--- src/verilog/fsp_pkg.sv ---
// Purpose: Shared constants and types for the flash self-programming controller.
// Assumes: 13-bit word addresses, 64-word pages, 100 MHz CPU clock, 8 MHz RC tick.
// Notes: All numbers used by the logic live here.
package fsp_pkg;
  localparam int PC_W = 13;
  localparam int PAGE_W = 7;
  localparam int WORD_W = 6;
  localparam int BUF_DEPTH = 64;
  localparam int DATA_W = 16;
  localparam int Z_W = 16;
  localparam int Z_PAGE_HI = 13;
  localparam int Z_PAGE_LO = 7;
  localparam int Z_WORD_HI = 6;
  localparam int Z_WORD_LO = 1;
  localparam int Z_BYTE = 0;

  // Area limits
  localparam logic [PC_W-1:0] RWW_END = 13'h17ff;
  localparam logic [PAGE_W-1:0] RWW_PAGES = 7'h60;

  // Boot area start per boot-size fuse value
  localparam logic [1:0] BOOT_SZ_256 = 2'h3;
  localparam logic [1:0] BOOT_SZ_512 = 2'h2;
  localparam logic [1:0] BOOT_SZ_1024 = 2'h1;
  localparam logic [PC_W-1:0] BOOT_START_256 = 13'h1f00;
  localparam logic [PC_W-1:0] BOOT_START_512 = 13'h1e00;
  localparam logic [PC_W-1:0] BOOT_START_1024 = 13'h1c00;
  localparam logic [PC_W-1:0] BOOT_START_2048 = 13'h1800;
  localparam logic [PC_W-1:0] ADDR_ONE = 13'h0001;

  // Register map
  localparam int ADDR_W = 3;
  localparam int REG_W = 8;
  localparam logic [ADDR_W-1:0] ADDR_CTRL = 3'h0;
  localparam logic [ADDR_W-1:0] ADDR_IRQ_STAT = 3'h1;
  localparam logic [ADDR_W-1:0] ADDR_IRQ_MASK = 3'h2;
  localparam logic [ADDR_W-1:0] ADDR_STATE = 3'h3;

  // Control register fields
  localparam int CMD_W = 6;
  localparam int CTL_EN = 0;
  localparam int CTL_IE = 7;
  localparam logic [CMD_W-1:0] CMD_FILL = 6'h01;
  localparam logic [CMD_W-1:0] CMD_ERASE = 6'h03;
  localparam logic [CMD_W-1:0] CMD_WRITE = 6'h05;
  localparam logic [CMD_W-1:0] CMD_LOCK = 6'h09;
  localparam logic [CMD_W-1:0] CMD_REEN = 6'h11;
  localparam logic [2:0] CMD_WINDOW = 3'h4;

  // Interrupt status bits
  localparam int IRQ_W = 2;
  localparam int IRQ_DONE = 0;
  localparam int IRQ_TIMEOUT = 1;

  // Lock bits carried in r0[5:2]
  localparam int LOCK_W = 4;
  localparam int LOCK_LSB = 2;
  localparam logic [LOCK_W-1:0] LOCK_RESET = 4'hf;

  // Programming time
  localparam int CLK_MHZ = 100;
  localparam int RC_KHZ = 8000;
  localparam int PROG_MIN_US = 3700;
  localparam int PROG_MAX_US = 4500;
  localparam int PROG_NOM_US = 4100;
  localparam int PROG_MIN_CYC = PROG_MIN_US * CLK_MHZ;
  localparam int PROG_MAX_CYC = PROG_MAX_US * CLK_MHZ;
  localparam int PROG_TICKS_DEF = PROG_NOM_US * RC_KHZ / 1000;
  localparam int TICK_W = 16;

  typedef enum logic [1:0] {FSP_OP_NONE, FSP_OP_ERASE, FSP_OP_WRITE, FSP_OP_LOCK} fsp_op_t;
  typedef enum logic {FSP_TMR_IDLE, FSP_TMR_RUN} fsp_tmr_state_t;
endpackage : fsp_pkg

--- src/verilog/fsp_prog_timer.sv ---
// Purpose: Times one flash erase or write in calibrated RC oscillator ticks.
// Assumes: rc_tick is a one-cycle pulse per RC period, synchronous to clock.
// Notes: Reset only by power-on reset so a started write runs to its end.
`timescale 1ns/10ps
module fsp_prog_timer #(
  parameter int TICKS = fsp_pkg::PROG_TICKS_DEF
) (
  input wire logic clock,
  input wire logic por_n,
  input wire logic start,
  input wire logic rc_tick,
  output logic busy,
  output logic done
);
  fsp_pkg::fsp_tmr_state_t state_reg, state_next;
  logic [fsp_pkg::TICK_W-1:0] cnt_reg, cnt_next;
  logic done_reg, done_next;
  logic last_tick;

  assign last_tick = rc_tick && (cnt_reg == fsp_pkg::TICK_W'(TICKS - 1));

  always_comb begin
    state_next = state_reg;
    cnt_next = cnt_reg;
    done_next = 1'b0;
    case (state_reg)
      fsp_pkg::FSP_TMR_IDLE: begin
        if (start) begin
          state_next = fsp_pkg::FSP_TMR_RUN;
          cnt_next = '0;
        end
      end
      fsp_pkg::FSP_TMR_RUN: begin
        // CPU clock never advances the count, only the RC tick
        if (last_tick) begin
          state_next = fsp_pkg::FSP_TMR_IDLE;
          done_next = 1'b1;
        end else if (rc_tick) begin
          cnt_next = cnt_reg + fsp_pkg::TICK_W'(1);
        end
      end
      default: state_next = fsp_pkg::FSP_TMR_IDLE;
    endcase
  end

  always_ff @(posedge clock or negedge por_n) begin
    if (!por_n) begin
      state_reg <= fsp_pkg::FSP_TMR_IDLE;
      cnt_reg <= '0;
      done_reg <= 1'b0;
    end else begin
      state_reg <= state_next;
      cnt_reg <= cnt_next;
      done_reg <= done_next;
    end
  end

  assign busy = (state_reg == fsp_pkg::FSP_TMR_RUN);
  assign done = done_reg;

  a_timer_end: assert property (@(posedge clock) disable iff (!por_n)
    (busy && last_tick) |=> (done && !busy))
    else $error("timer did not finish on its last tick");
  a_timer_hold: assert property (@(posedge clock) disable iff (!por_n)
    (busy && !rc_tick) |=> (busy && !done && $stable(cnt_reg)))
    else $error("timer moved without an RC tick");
endmodule : fsp_prog_timer

--- src/verilog/fsp_ctrl.sv ---
// Purpose: Self-programming control for the program flash, smallest memory variant.
// Assumes: CPU signals spm_exec for one cycle when the store-to-program instruction runs.
// Notes: Operation state uses por_n so a reset mid-write lets the write finish.
//
// Our own choices: the placing of the registers and the strobed register port.
`timescale 1ns/10ps
// Overview of operation
// - Each erase, page write or lock write lasts 3.7 ms to 4.5 ms.
// - Erase and write timing counts calibrated RC oscillator ticks, not CPU clocks.
// - A reset during a flash write still lets that write finish.
// - Boot-size fuse picks boot start 0x1F00/0x1E00/0x1C00/0x1800; application ends one below.
// - Words 0x0000 to 0x17FF, 96 pages, form the read-while-write area.
// - Words 0x1800 to 0x1FFF, 32 pages; programming them halts the CPU.
// - Program counter is 13 bits; 64-word pages indexed by bits 5 to 0.
// - Erase and write take the page number from pointer bits 13 to 7.
// - Buffer fill uses pointer bits 6 to 1; software zeroes them for page write.
// - Pointer bit 0 is zero for commands; table reads use it as byte select.
// - During erase or write only the no-read-while-write area may be read.
// - Area-busy flag stays set until software re-enables the area.
// - Command with only enable set loads r1r0 into the page buffer.
// - The instruction must follow the command within four cycles, else command clears.
// - Pattern X0000101 selects page write; X0001001 selects lock-bit programming.
// - With interrupt enabled, the request is high while enable is clear.
// - Area-busy clears only by the re-enable command after programming ends.
module fsp_ctrl #(
  parameter int PROG_TICKS = fsp_pkg::PROG_TICKS_DEF
) (
  input wire logic clock,
  input wire logic arst_n,
  input wire logic por_n,
  input wire logic [fsp_pkg::ADDR_W-1:0] reg_addr,
  input wire logic [fsp_pkg::REG_W-1:0] reg_wdata,
  input wire logic reg_wr,
  input wire logic reg_rd,
  output logic [fsp_pkg::REG_W-1:0] reg_rdata,
  input wire logic eeprom_write_pending,
  input wire logic spm_exec,
  input wire logic [fsp_pkg::Z_W-1:0] z_ptr,
  input wire logic [fsp_pkg::DATA_W-1:0] r1r0,
  input wire logic rc_tick,
  input wire logic [1:0] boot_size,
  input wire logic [fsp_pkg::PC_W-1:0] fetch_addr,
  output logic fetch_ok,
  output logic cpu_halt,
  input wire logic [fsp_pkg::DATA_W-1:0] tbl_word,
  output logic [fsp_pkg::REG_W-1:0] tbl_byte,
  output logic [fsp_pkg::PC_W-1:0] boot_start,
  output logic [fsp_pkg::PC_W-1:0] app_end,
  output logic [1:0] flash_op,
  output logic [fsp_pkg::PAGE_W-1:0] flash_page,
  output logic flash_go,
  input wire logic [fsp_pkg::WORD_W-1:0] buf_idx,
  output logic [fsp_pkg::DATA_W-1:0] buf_data,
  output logic [fsp_pkg::LOCK_W-1:0] lock_bits,
  output logic spm_irq,
  output logic irq
);
  // Control group, CPU reset
  logic [fsp_pkg::CMD_W-1:0] cmd_reg, cmd_next;
  logic ie_reg, ie_next;
  logic [2:0] win_reg, win_next;
  logic [fsp_pkg::IRQ_W-1:0] stat_reg, stat_next;
  logic [fsp_pkg::IRQ_W-1:0] mask_reg, mask_next;
  logic [fsp_pkg::REG_W-1:0] rdata_reg, rdata_next;
  // Operation group, power-on reset only
  fsp_pkg::fsp_op_t op_reg, op_next;
  logic [fsp_pkg::PAGE_W-1:0] page_reg, page_next;
  logic area_busy_reg, area_busy_next;
  logic halt_reg, halt_next;
  logic go_reg, go_next;
  logic [fsp_pkg::LOCK_W-1:0] lock_reg, lock_next;
  logic [fsp_pkg::LOCK_W-1:0] lockval_reg, lockval_next;
  // Output group, CPU reset; page buffer data has no reset
  logic fetch_ok_reg, fetch_ok_next;
  logic [fsp_pkg::REG_W-1:0] tbl_byte_reg, tbl_byte_next;
  logic [fsp_pkg::PC_W-1:0] boot_start_reg, boot_start_next;
  logic [fsp_pkg::PC_W-1:0] app_end_reg, app_end_next;
  logic spm_irq_reg, spm_irq_next;
  logic irq_reg, irq_next;
  logic [fsp_pkg::DATA_W-1:0] buf_data_reg;
  logic [fsp_pkg::DATA_W-1:0] buf_mem [fsp_pkg::BUF_DEPTH];

  logic timer_busy, timer_done;
  logic ctrl_wr, spm_fire, fill_fire, reen_fire, start, win_expire;
  fsp_pkg::fsp_op_t start_op;
  logic [fsp_pkg::PAGE_W-1:0] z_page;
  logic [fsp_pkg::WORD_W-1:0] z_word;

  assign z_page = z_ptr[fsp_pkg::Z_PAGE_HI:fsp_pkg::Z_PAGE_LO];
  assign z_word = z_ptr[fsp_pkg::Z_WORD_HI:fsp_pkg::Z_WORD_LO];
  // Command writes during an EEPROM write or a pending command are dropped; IE still updates
  assign ctrl_wr = reg_wr && (reg_addr == fsp_pkg::ADDR_CTRL);
  assign spm_fire = spm_exec && (win_reg != 3'h0) && cmd_reg[fsp_pkg::CTL_EN] && !timer_busy;
  assign fill_fire = spm_fire && (cmd_reg == fsp_pkg::CMD_FILL);
  assign reen_fire = spm_fire && (cmd_reg == fsp_pkg::CMD_REEN);
  assign win_expire = (win_reg == 3'h1) && !spm_fire;

  always_comb begin
    start_op = fsp_pkg::FSP_OP_NONE;
    if (spm_fire) begin
      case (cmd_reg)
        fsp_pkg::CMD_ERASE: start_op = fsp_pkg::FSP_OP_ERASE;
        fsp_pkg::CMD_WRITE: start_op = fsp_pkg::FSP_OP_WRITE;
        fsp_pkg::CMD_LOCK: start_op = fsp_pkg::FSP_OP_LOCK;
        default: start_op = fsp_pkg::FSP_OP_NONE;
      endcase
    end
  end
  assign start = (start_op != fsp_pkg::FSP_OP_NONE);

  fsp_prog_timer #(.TICKS(PROG_TICKS)) u_timer (
    .clock(clock),
    .por_n(por_n),
    .start(start),
    .rc_tick(rc_tick),
    .busy(timer_busy),
    .done(timer_done)
  );

  // Control register, command window and interrupt registers
  always_comb begin
    cmd_next = cmd_reg;
    ie_next = ie_reg;
    win_next = win_reg;
    mask_next = mask_reg;
    stat_next = stat_reg;
    rdata_next = '0;
    if (ctrl_wr) begin
      ie_next = reg_wdata[fsp_pkg::CTL_IE];
    end
    // A refused write must not stall the window countdown
    if (ctrl_wr && !cmd_reg[fsp_pkg::CTL_EN] && !eeprom_write_pending) begin
      cmd_next = reg_wdata[fsp_pkg::CMD_W-1:0];
      win_next = reg_wdata[fsp_pkg::CTL_EN] ? fsp_pkg::CMD_WINDOW : 3'h0;
    end else if (spm_fire) begin
      win_next = 3'h0;
      // Timed commands keep enable high until the timer ends
      if (!start) begin
        cmd_next = '0;
      end
    end else if (win_reg != 3'h0) begin
      win_next = win_reg - 3'h1;
      if (win_expire) begin
        cmd_next = '0;
      end
    end
    if (timer_done) begin
      cmd_next = '0;
    end
    if (reg_wr && (reg_addr == fsp_pkg::ADDR_IRQ_MASK)) begin
      mask_next = reg_wdata[fsp_pkg::IRQ_W-1:0];
    end
    if (reg_wr && (reg_addr == fsp_pkg::ADDR_IRQ_STAT)) begin
      stat_next = stat_reg & ~reg_wdata[fsp_pkg::IRQ_W-1:0];
    end
    // Set after clear so a same-cycle event survives
    stat_next[fsp_pkg::IRQ_DONE] = stat_next[fsp_pkg::IRQ_DONE] | timer_done;
    stat_next[fsp_pkg::IRQ_TIMEOUT] = stat_next[fsp_pkg::IRQ_TIMEOUT] | win_expire;
    if (reg_rd) begin
      case (reg_addr)
        fsp_pkg::ADDR_CTRL: rdata_next = {ie_reg, area_busy_reg, cmd_reg};
        fsp_pkg::ADDR_IRQ_STAT: rdata_next = {{(fsp_pkg::REG_W - fsp_pkg::IRQ_W){1'b0}}, stat_reg};
        fsp_pkg::ADDR_IRQ_MASK: rdata_next = {{(fsp_pkg::REG_W - fsp_pkg::IRQ_W){1'b0}}, mask_reg};
        fsp_pkg::ADDR_STATE: rdata_next = {lock_reg, 2'h0, halt_reg, timer_busy};
        default: rdata_next = '0;
      endcase
    end
  end

  always_ff @(posedge clock or negedge arst_n) begin
    if (!arst_n) begin
      cmd_reg <= '0;
      ie_reg <= 1'b0;
      win_reg <= 3'h0;
      stat_reg <= '0;
      mask_reg <= '0;
      rdata_reg <= '0;
    end else begin
      cmd_reg <= cmd_next;
      ie_reg <= ie_next;
      win_reg <= win_next;
      stat_reg <= stat_next;
      mask_reg <= mask_next;
      rdata_reg <= rdata_next;
    end
  end

  // Operation state survives a CPU reset
  always_comb begin
    op_next = op_reg;
    page_next = page_reg;
    area_busy_next = area_busy_reg;
    halt_next = halt_reg;
    lock_next = lock_reg;
    lockval_next = lockval_reg;
    go_next = 1'b0;
    if (start) begin
      op_next = start_op;
      page_next = z_page;
      go_next = 1'b1;
      lockval_next = r1r0[fsp_pkg::LOCK_LSB +: fsp_pkg::LOCK_W];
      if (start_op != fsp_pkg::FSP_OP_LOCK) begin
        if (z_page < fsp_pkg::RWW_PAGES) begin
          area_busy_next = 1'b1;
        end else begin
          halt_next = 1'b1;
        end
      end
    end
    if (timer_done) begin
      op_next = fsp_pkg::FSP_OP_NONE;
      halt_next = 1'b0;
      if (op_reg == fsp_pkg::FSP_OP_LOCK) begin
        lock_next = lock_reg & lockval_reg;
      end
    end
    if (reen_fire) begin
      area_busy_next = 1'b0;
    end
  end

  always_ff @(posedge clock or negedge por_n) begin
    if (!por_n) begin
      op_reg <= fsp_pkg::FSP_OP_NONE;
      page_reg <= '0;
      area_busy_reg <= 1'b0;
      halt_reg <= 1'b0;
      go_reg <= 1'b0;
      lock_reg <= fsp_pkg::LOCK_RESET;
      lockval_reg <= fsp_pkg::LOCK_RESET;
    end else begin
      op_reg <= op_next;
      page_reg <= page_next;
      area_busy_reg <= area_busy_next;
      halt_reg <= halt_next;
      go_reg <= go_next;
      lock_reg <= lock_next;
      lockval_reg <= lockval_next;
    end
  end

  // Page buffer, no reset needed on data
  always_ff @(posedge clock) begin
    if (fill_fire) begin
      buf_mem[z_word] <= r1r0;
    end
    buf_data_reg <= buf_mem[buf_idx];
  end

  // Registered side outputs
  always_comb begin
    fetch_ok_next = 1'b1;
    if ((area_busy_reg || (timer_busy && (op_reg != fsp_pkg::FSP_OP_LOCK)))
        && (fetch_addr <= fsp_pkg::RWW_END)) begin
      fetch_ok_next = 1'b0;
    end
    tbl_byte_next = z_ptr[fsp_pkg::Z_BYTE] ? tbl_word[15:8] : tbl_word[7:0];
    case (boot_size)
      fsp_pkg::BOOT_SZ_256: boot_start_next = fsp_pkg::BOOT_START_256;
      fsp_pkg::BOOT_SZ_512: boot_start_next = fsp_pkg::BOOT_START_512;
      fsp_pkg::BOOT_SZ_1024: boot_start_next = fsp_pkg::BOOT_START_1024;
      default: boot_start_next = fsp_pkg::BOOT_START_2048;
    endcase
    app_end_next = boot_start_next - fsp_pkg::ADDR_ONE;
    spm_irq_next = ie_reg && !cmd_reg[fsp_pkg::CTL_EN];
    irq_next = |(stat_reg & mask_reg);
  end

  always_ff @(posedge clock or negedge arst_n) begin
    if (!arst_n) begin
      fetch_ok_reg <= 1'b0;
      tbl_byte_reg <= '0;
      boot_start_reg <= fsp_pkg::BOOT_START_2048;
      app_end_reg <= fsp_pkg::RWW_END;
      spm_irq_reg <= 1'b0;
      irq_reg <= 1'b0;
    end else begin
      fetch_ok_reg <= fetch_ok_next;
      tbl_byte_reg <= tbl_byte_next;
      boot_start_reg <= boot_start_next;
      app_end_reg <= app_end_next;
      spm_irq_reg <= spm_irq_next;
      irq_reg <= irq_next;
    end
  end

  assign reg_rdata = rdata_reg;
  assign fetch_ok = fetch_ok_reg;
  assign cpu_halt = halt_reg;
  assign tbl_byte = tbl_byte_reg;
  assign boot_start = boot_start_reg;
  assign app_end = app_end_reg;
  assign flash_op = op_reg;
  assign flash_page = page_reg;
  assign flash_go = go_reg;
  assign buf_data = buf_data_reg;
  assign lock_bits = lock_reg;
  assign spm_irq = spm_irq_reg;
  assign irq = irq_reg;

  // Helpers for checks only
  logic [fsp_pkg::Z_W-1:0] zp_q;
  logic [fsp_pkg::DATA_W-1:0] fill_data_q;
  always_ff @(posedge clock) begin
    zp_q <= z_ptr;
    fill_data_q <= r1r0;
  end

  a_window_expire: assert property (@(posedge clock) disable iff (!arst_n)
    (cmd_reg[fsp_pkg::CTL_EN] && (win_reg == fsp_pkg::CMD_WINDOW) && !timer_busy) ##0 (!spm_exec)[*4]
      |=> !cmd_reg[fsp_pkg::CTL_EN])
    else $error("command survived its window");
  a_done_clears: assert property (@(posedge clock) disable iff (!arst_n)
    timer_done |=> !cmd_reg[fsp_pkg::CTL_EN])
    else $error("enable not cleared after completion");
  a_irq_level: assert property (@(posedge clock) disable iff (!arst_n)
    (ie_reg && !cmd_reg[fsp_pkg::CTL_EN]) ##1 (ie_reg && !cmd_reg[fsp_pkg::CTL_EN]) |-> spm_irq)
    else $error("self-program interrupt not requested");
  a_area_hold: assert property (@(posedge clock) disable iff (!por_n)
    (area_busy_reg && !reen_fire) |=> area_busy_reg)
    else $error("area busy dropped without re-enable");
  a_area_clear: assert property (@(posedge clock) disable iff (!por_n)
    $fell(area_busy_reg) |-> $past(reen_fire && !timer_busy))
    else $error("area busy cleared wrongly");
  a_fetch_block: assert property (@(posedge clock) disable iff (!arst_n)
    (area_busy_reg && (fetch_addr <= fsp_pkg::RWW_END)) |=> !fetch_ok)
    else $error("busy area readable");
  a_page_map: assert property (@(posedge clock) disable iff (!por_n)
    start |=> (flash_go && (flash_page == zp_q[fsp_pkg::Z_PAGE_HI:fsp_pkg::Z_PAGE_LO])))
    else $error("wrong page taken from pointer");
  a_fill_index: assert property (@(posedge clock) disable iff (!arst_n)
    fill_fire |=> (buf_mem[zp_q[fsp_pkg::Z_WORD_HI:fsp_pkg::Z_WORD_LO]] == fill_data_q))
    else $error("buffer fill missed its word");
  a_boot_map: assert property (@(posedge clock) disable iff (!arst_n)
    (boot_size == fsp_pkg::BOOT_SZ_512) |=> ((boot_start == 13'h1e00) && (app_end == 13'h1dff)))
    else $error("boot map wrong");
  a_reset_survive: assert property (@(posedge clock) disable iff (!por_n)
    (timer_busy && !arst_n) |=> (timer_busy || timer_done))
    else $error("write cut short by reset");
  a_halt_no_read_while_write_area: assert property (@(posedge clock) disable iff (!por_n)
    (start && (start_op != fsp_pkg::FSP_OP_LOCK) && (z_page >= fsp_pkg::RWW_PAGES)) |=> cpu_halt)
    else $error("CPU not halted for upper area");
endmodule : fsp_ctrl

--- config.mk ---
export PLATFORM = sky130hd
export DESIGN_NAME = fsp_ctrl
export DESIGN_NICKNAME = d
export VERILOG_FILES = /design/src/verilog/fsp_pkg.sv /design/src/verilog/fsp_prog_timer.sv /design/src/verilog/fsp_ctrl.sv
export SDC_FILE = /design/constraint.sdc
export NUM_CORES = 1
export LEC_CHECK = 0
export BUFFER_PORTS_ARGS = -buffer_cell sky130_fd_sc_hd__buf_2
export CORE_MARGIN = 2
export CORE_UTILIZATION = 50
export CTS_BUF_LIST = sky130_fd_sc_hd__clkbuf_8
export CTS_CLUSTER_DIAMETER = 120
export CTS_CLUSTER_SIZE = 12
export DETAILED_ROUTE_END_ITERATION = 16
export PLACE_DENSITY = 0.71
export SYNTH_ARGS = -nofsm -noshare
export SYNTH_HDL_FRONTEND = slang
export SYNTH_SLANG_ARGS = --single-unit
--- constraint.sdc ---
create_clock -name clock -period 4.95 [get_ports clock]
set_clock_uncertainty 0.1 [all_clocks]
set_input_delay 0.99 -clock clock [delete_from_list [all_inputs] [get_ports clock]]
set_output_delay 0.99 -clock clock [all_outputs]
set_load 0.01 [all_outputs]
Word-level counts from Yosys, hierarchy flattened
Memories as Yosys holds them, arrays and structs flattened. A register that Yosys moved wholly into a read port is not among the register bits.
Index checks and enable logic that the tools add are counted.
{ "totals": {"output_inout_bits": 76, "mem_bits_rw": 1024, "n_memories": 1, "register_bits": 97} }
{ "mem_list": {"columns": ["memory", "words", "word_bits", "rd", "rd_clocked_by_memory_dff", "wr", "line", "text"], "rows": [
  ["buf_mem", 64, 16, 1, 1, 1, "fsp_ctrl.sv:81", "logic [fsp_pkg::DATA_W-1:0] buf_mem [fsp_pkg::BUF_DEPTH];"]
]} }
{ "op_classes": {"reduce_logical": 37, "n_eq_ne": 21, "n_addsub": 3, "bitwise": 7, "mux": 39, "n_lt_le_gt_ge": 2} }
{ "ops": {"columns": ["op", "n"], "rows": [
  ["$mux W16", 3],
  ["$mux W6", 6],
  ["$pmux W11 S3", 1],
  ["$pmux W16 S2", 1],
  ["$pmux W8 S4", 1],
  ["$add A16 B1 Y16 const B", 1],
  ["$eq A16 B16 Y1 const B", 1],
  ["$mux W8", 2],
  ["$logic_and A1 B1 Y1", 15],
  ["$mux W1", 15],
  ["$le A13 B13 Y1 const B", 1],
  ["$sub A13 B1 Y13 const B", 1],
  ["$mux W3", 4],
  ["$reduce_and A3 Y1", 4],
  ["$reduce_bool A2 Y1", 6],
  ["$ne A2 B2 Y1 const B", 5],
  ["$mux W2", 4],
  ["$reduce_bool A4 Y1", 2],
  ["$lt A7 B7 Y1 const B", 1],
  ["$eq A2 B2 Y1 const B", 3],
  ["$eq A3 B1 Y1 const B", 2],
  ["$eq A3 B2 Y1 const B", 2],
  ["$eq A6 B1 Y1 const B", 1],
  ["$eq A6 B2 Y1 const B", 1],
  ["20 further kinds", 26]
]} }

Longest topological paths before layout
{ "logic_depth": {"word_depth": 11, "depth_mapped": 9, "mapped_depth_nobuf": 8} }

Modules after synthesis
From an unflattened synthesis, not the netlist that was laid out.
{ "unflattened": {"hier_cells": 2193, "area_unflattened_um2": 43580.5} }
{ "modules_own_cells": {"columns": ["module", "cells_each", "area_each_um2", "n_inst"], "rows": [
  ["fsp_ctrl", 2085, 42515.8, 1],
  ["fsp_prog_timer", 108, 1064.8, 1]
]} }

Worst setup path after synthesis
Ideal clock, no wire load.
{ "synth_timing": {"kind": "input-to-reg", "startpoint": "input spm_exec", "endpoint": "memory buf_mem[62][0] in the netlist's numbering, enable pin", "cell_stages": 5, "setup_ns": 0.389, "slack_ns": 1.587, "t_arrival_ns": 2.875, "cell_sequence": "nand3b_1 > nand2b_4 > nor4b_1 > nand3_1 > nor2_1"} }
{ "synth_between": {"elab_chain_len": 6} }
{ "synth_lines": {"columns": ["element", "line", "text"], "rows": [
  ["from (decl)", "fsp_ctrl.sv:37", "input wire logic spm_exec,"],
  ["$logic_and A1 B1 Y1 (3 in a row)", "fsp_ctrl.sv:93", "assign spm_fire = spm_exec && (win_reg != 3'h0) && cmd_reg[fsp_pkg::CTL_EN] && !timer_busy;"],
  ["$logic_and A1 B1 Y1", "fsp_ctrl.sv:94", "assign fill_fire = spm_fire && (cmd_reg == fsp_pkg::CMD_FILL);"],
  ["$mux W1", "fsp_ctrl.sv:244", "if (fill_fire) begin"],
  ["$mux W1 (not written as such)", "fsp_ctrl.sv:245", "buf_mem[z_word] <= r1r0;"],
  ["to (decl)", "fsp_ctrl.sv:81", null]
]} }
Every way passes these cells.

Worst setup path after layout
{ "layout_timing": {"startpoint": "register win_reg[0]", "endpoint": "memory buf_mem[61][14] in the netlist's numbering, enable pin"} }
{ "layout_between": {"elab_chain_len": 7} }
{ "layout_lines": {"columns": ["element", "line", "text"], "rows": [
  ["from (decl)", "fsp_ctrl.sv:61", "logic [2:0] win_reg, win_next;"],
  ["from (signal assigned)", "fsp_ctrl.sv:181", "win_reg <= win_next;"],
  ["$reduce_bool A3 Y1", "fsp_ctrl.sv:93", null],
  ["$logic_and A1 B1 Y1 (3 in a row)", "fsp_ctrl.sv:93", null],
  ["$logic_and A1 B1 Y1", "fsp_ctrl.sv:94", null],
  ["$mux W1", "fsp_ctrl.sv:244", null],
  ["$mux W1 (not written as such)", "fsp_ctrl.sv:245", null]
]} }
Every way passes these cells.

==> qor.txt <==
Setup TNS Final = 0 ps
CTS Root Cell = clkbuf_8
max reg flops = 1024
Yosys reg bits = 1117
Post-CTS Repair Setup Buffers = 0
Fin. Hold Viols = 0
fin crit period = 3376 ps
grt ovf = 0
fin util = 55.22%
initial antenna violation count = 7
commonest non-fill, non-tap cells in the layout = edfxtp_1 (1024), mux4_2 (246), buf_2 (127)
die height = 297.9 µm
vias per cell = 6.071
YS warnings = 0
cell family with most CP delay = simple AND/OR/NAND/NOR gates
fin nets = 2435
sequential fraction of the synthesis area = 76.45%
Clock transition at path regs = 90 ps
Setup-failing EPs final = 0
CP Launch Type = flip-flop
fmax = 296.2 MHz
Post-synth EDFFs = 1024
1st-pass router iterations = 5
I/O pin total = 164
synthesis-to-finish area growth = 9.220%
Req. time, crit path = 5230 ps
Synth Instances = 2120
ys async rst share = 6.893%
CTS tree = yes
Die Span X = 297.9 µm
Netlist Area Pre-Place = 43180 µm²
total CTS buffers = 103
Mean Syn Cell Area = 20.37 µm²
Hold Path Class = in -> async
Routed Antenna Nets = 0
Detailed Route Iter0 Violations = 2468
Worst Tran Pin Value = 1347 ps
worst stage delay on the critical path = 480 ps
vias = 21.50k
crit path max fanout = 13
pre-CTS WS = 1200 ps
post-route DRC violation count = 0
critical path capture point type = flip-flop
Pleak = 0.01549 µW
unrepaired setup endpoints after global routing = false
critical path class = reg -> reg
slowest cell on the critical path = and4_1
drt wl/cell = 26.91 µm
Period Utilization, post-route = 68.19%
total power divided by cell area = 351.5 nW/µm²
reg2reg start = win_reg[0]
dpl hpwl = 56980 µm
most used cell, CP = nor2_1
WL final = 95310 µm
Final Max Slew Viols = 0
RR Endpoint = buf_mem[61][14]
CORE AREA = 85410 µm²
vias in the first global route = 21.65k
cells on worst reg2reg path = 8
post-route setup slack = 1574 ps
number of clock sinks = 1117
Post-CTS Hold Fix Bufs = 0
first-pass GRT wire length = 140400 µm
worst-path cell chain = inv_1 -> ha_1 -> nor2b_2 -> nor2_1 -> and4_1 -> nand2_1 -> nor2_1 -> buf_4
Primary FF master, synth = edfxtp_1
crit path DAT = 3650 ps
most common cell after layout, fill and taps aside = edfxtp_1
Initial Util = 50.56%
Die ar. = 88730 µm²
gpl congestion = 0.8454
layout cells sized above 1 = 26.95%
clock latency on the worst-skew pair = 730 ps
Max IR drop VDD = 0.2837 mV
reg2reg setup slack = 1570 ps
outcome = completed
count of standard-cell rows = 107
max-cap violation count = 0
largest net degree at the start of global routing = 73
slew margin rel. = 10.22%
worst path bufs/invs = 2
H-Tree Depth = 3
Total GRT Usage = 21.49%
clock buffer depth = 3
cts repair resizes = 0
PortBufs = 130
library cells used by synthesis = 61
## power breakdown
| group | switching (µW) | total, µW | internal (µW) | leakage (µW) |
|---|---|---|---|---|
| sequential | 116 | 10500 | 10400 | 0.0103 |
| combinational | 730 | 1180 | 446 | 0.00415 |
| clock | 2940 | 4880 | 1940 | 0.00103 |
## synth_stat cells, types with 3 or more instances
cell / instances / share of area (%)
a32o_1: 7 / 0.16
o21a_1: 5 / 0.087
buf_4: 32 / 0.56
nand2_1: 99 / 0.86
or3_1: 4 / 0.058
o21ai_0: 20 / 0.23
a22oi_1: 39 / 0.68
nand4_1: 18 / 0.26
a311oi_1: 3 / 0.061
a21oi_1: 35 / 0.41
o31ai_1: 6 / 0.10
buf_6: 3 / 0.078
a221oi_1: 16 / 0.32
dfxtp_1: 16 / 0.74
mux2_2: 34 / 0.89
o22ai_1: 9 / 0.13
or4_1: 7 / 0.12
mux2i_1: 48 / 1.1
nand3_1: 35 / 0.41
inv_1: 10 / 0.087
a211o_1: 9 / 0.18
edfxtp_1: 1024 / 71
dfrtp_1: 66 / 3.8
and4_1: 8 / 0.16
nand3b_1: 4 / 0.070
nor3_1: 13 / 0.15
a211oi_1: 18 / 0.31
xor2_1: 5 / 0.10
nand2b_1: 10 / 0.14
and3_1: 7 / 0.10
buf_2: 46 / 0.53
nor4_1: 4 / 0.058
dfstp_2: 11 / 0.67
mux4_2: 246 / 13
buf_1: 12 / 0.10
nor2b_1: 14 / 0.20
and2_1: 6 / 0.087
ha_1: 4 / 0.12
clkbuf_1: 39 / 0.34
nor2_1: 101 / 0.88
## per-layer routing
layer / part of all wire, % / vias to the layer above / GRT usage (%)
met1: 40 / 11276 / 30.42
li1: - / 9040 / -
met2: 48 / 1008 / 34.43
met3: 8.9 / 164 / 3.967
met5: 0.049 / - / 0
met4: 2.9 / 8 / 6.485
## per-stage QoR
| stage | total power, µW | cells | hold slack [ps] | cell area [µm²] |
|---|---|---|---|---|
| after floorplan | 11420 | 2137 | 339.3 | 43250 |
| after detailed placement | 11910 | 3382 | 354.6 | 45460 |
| final | 16580 | 3541 | 249.9 | 47160 |
| after global routing | 17130 | 3539 | 283.0 | 47160 |
| after CTS | 16700 | 3537 | 204.1 | 47150 |
| after global placement | 11870 | 3382 | 350.9 | 45460 |
## kinds of logic (layout without fill, tap and decap cells)
group / Yosys count / after routing / synth area share [%]
flip-flops: 1117 / 1117 / 76.45
AND/OR/NAND/NOR: 345 / 345 / 3.868
multiplexers: 328 / 328 / 14.83
AO/OA/AOI/OAI: 175 / 175 / 2.883
buffers and inverters: 142 / 398 / 1.698
XOR/XNOR: 7 / 7 / 0.1420
adder cells (fa/ha/maj): 4 / 4 / 0.1159
other: 2 / 23 / 0.01739
## cell type report
type | count | area (µm²)
Inverter | 10 | 37.54
Sequential cell | 1117 | 33010
Fill cell | 6433 | 38250
Clock buffer | 103 | 1418
Clock inverter | 52 | 274.0
Timing Repair Buffer | 233 | 1478
Tap cell | 1144 | 1431
Multi-Input combinational cell | 878 | 9504
Antenna cell | 4 | 10.01
## worst max path at each step
stage                      start               to  slack, ps  depth (start not counted)
floorplan               spm_exec   buf_mem[62][0]       1590                          5
global placement      buf_idx[1]     buf_data[10]       1220                          7
detailed placement    buf_idx[1]     buf_data[10]       1200                          7
CTS                   win_reg[0]  buf_mem[61][14]       1570                          8
global route        u_timer.busy  buf_mem[60][13]       1330                          7
finish                win_reg[0]  buf_mem[61][14]       1570                          8
(Power assumes the default switching activity.)
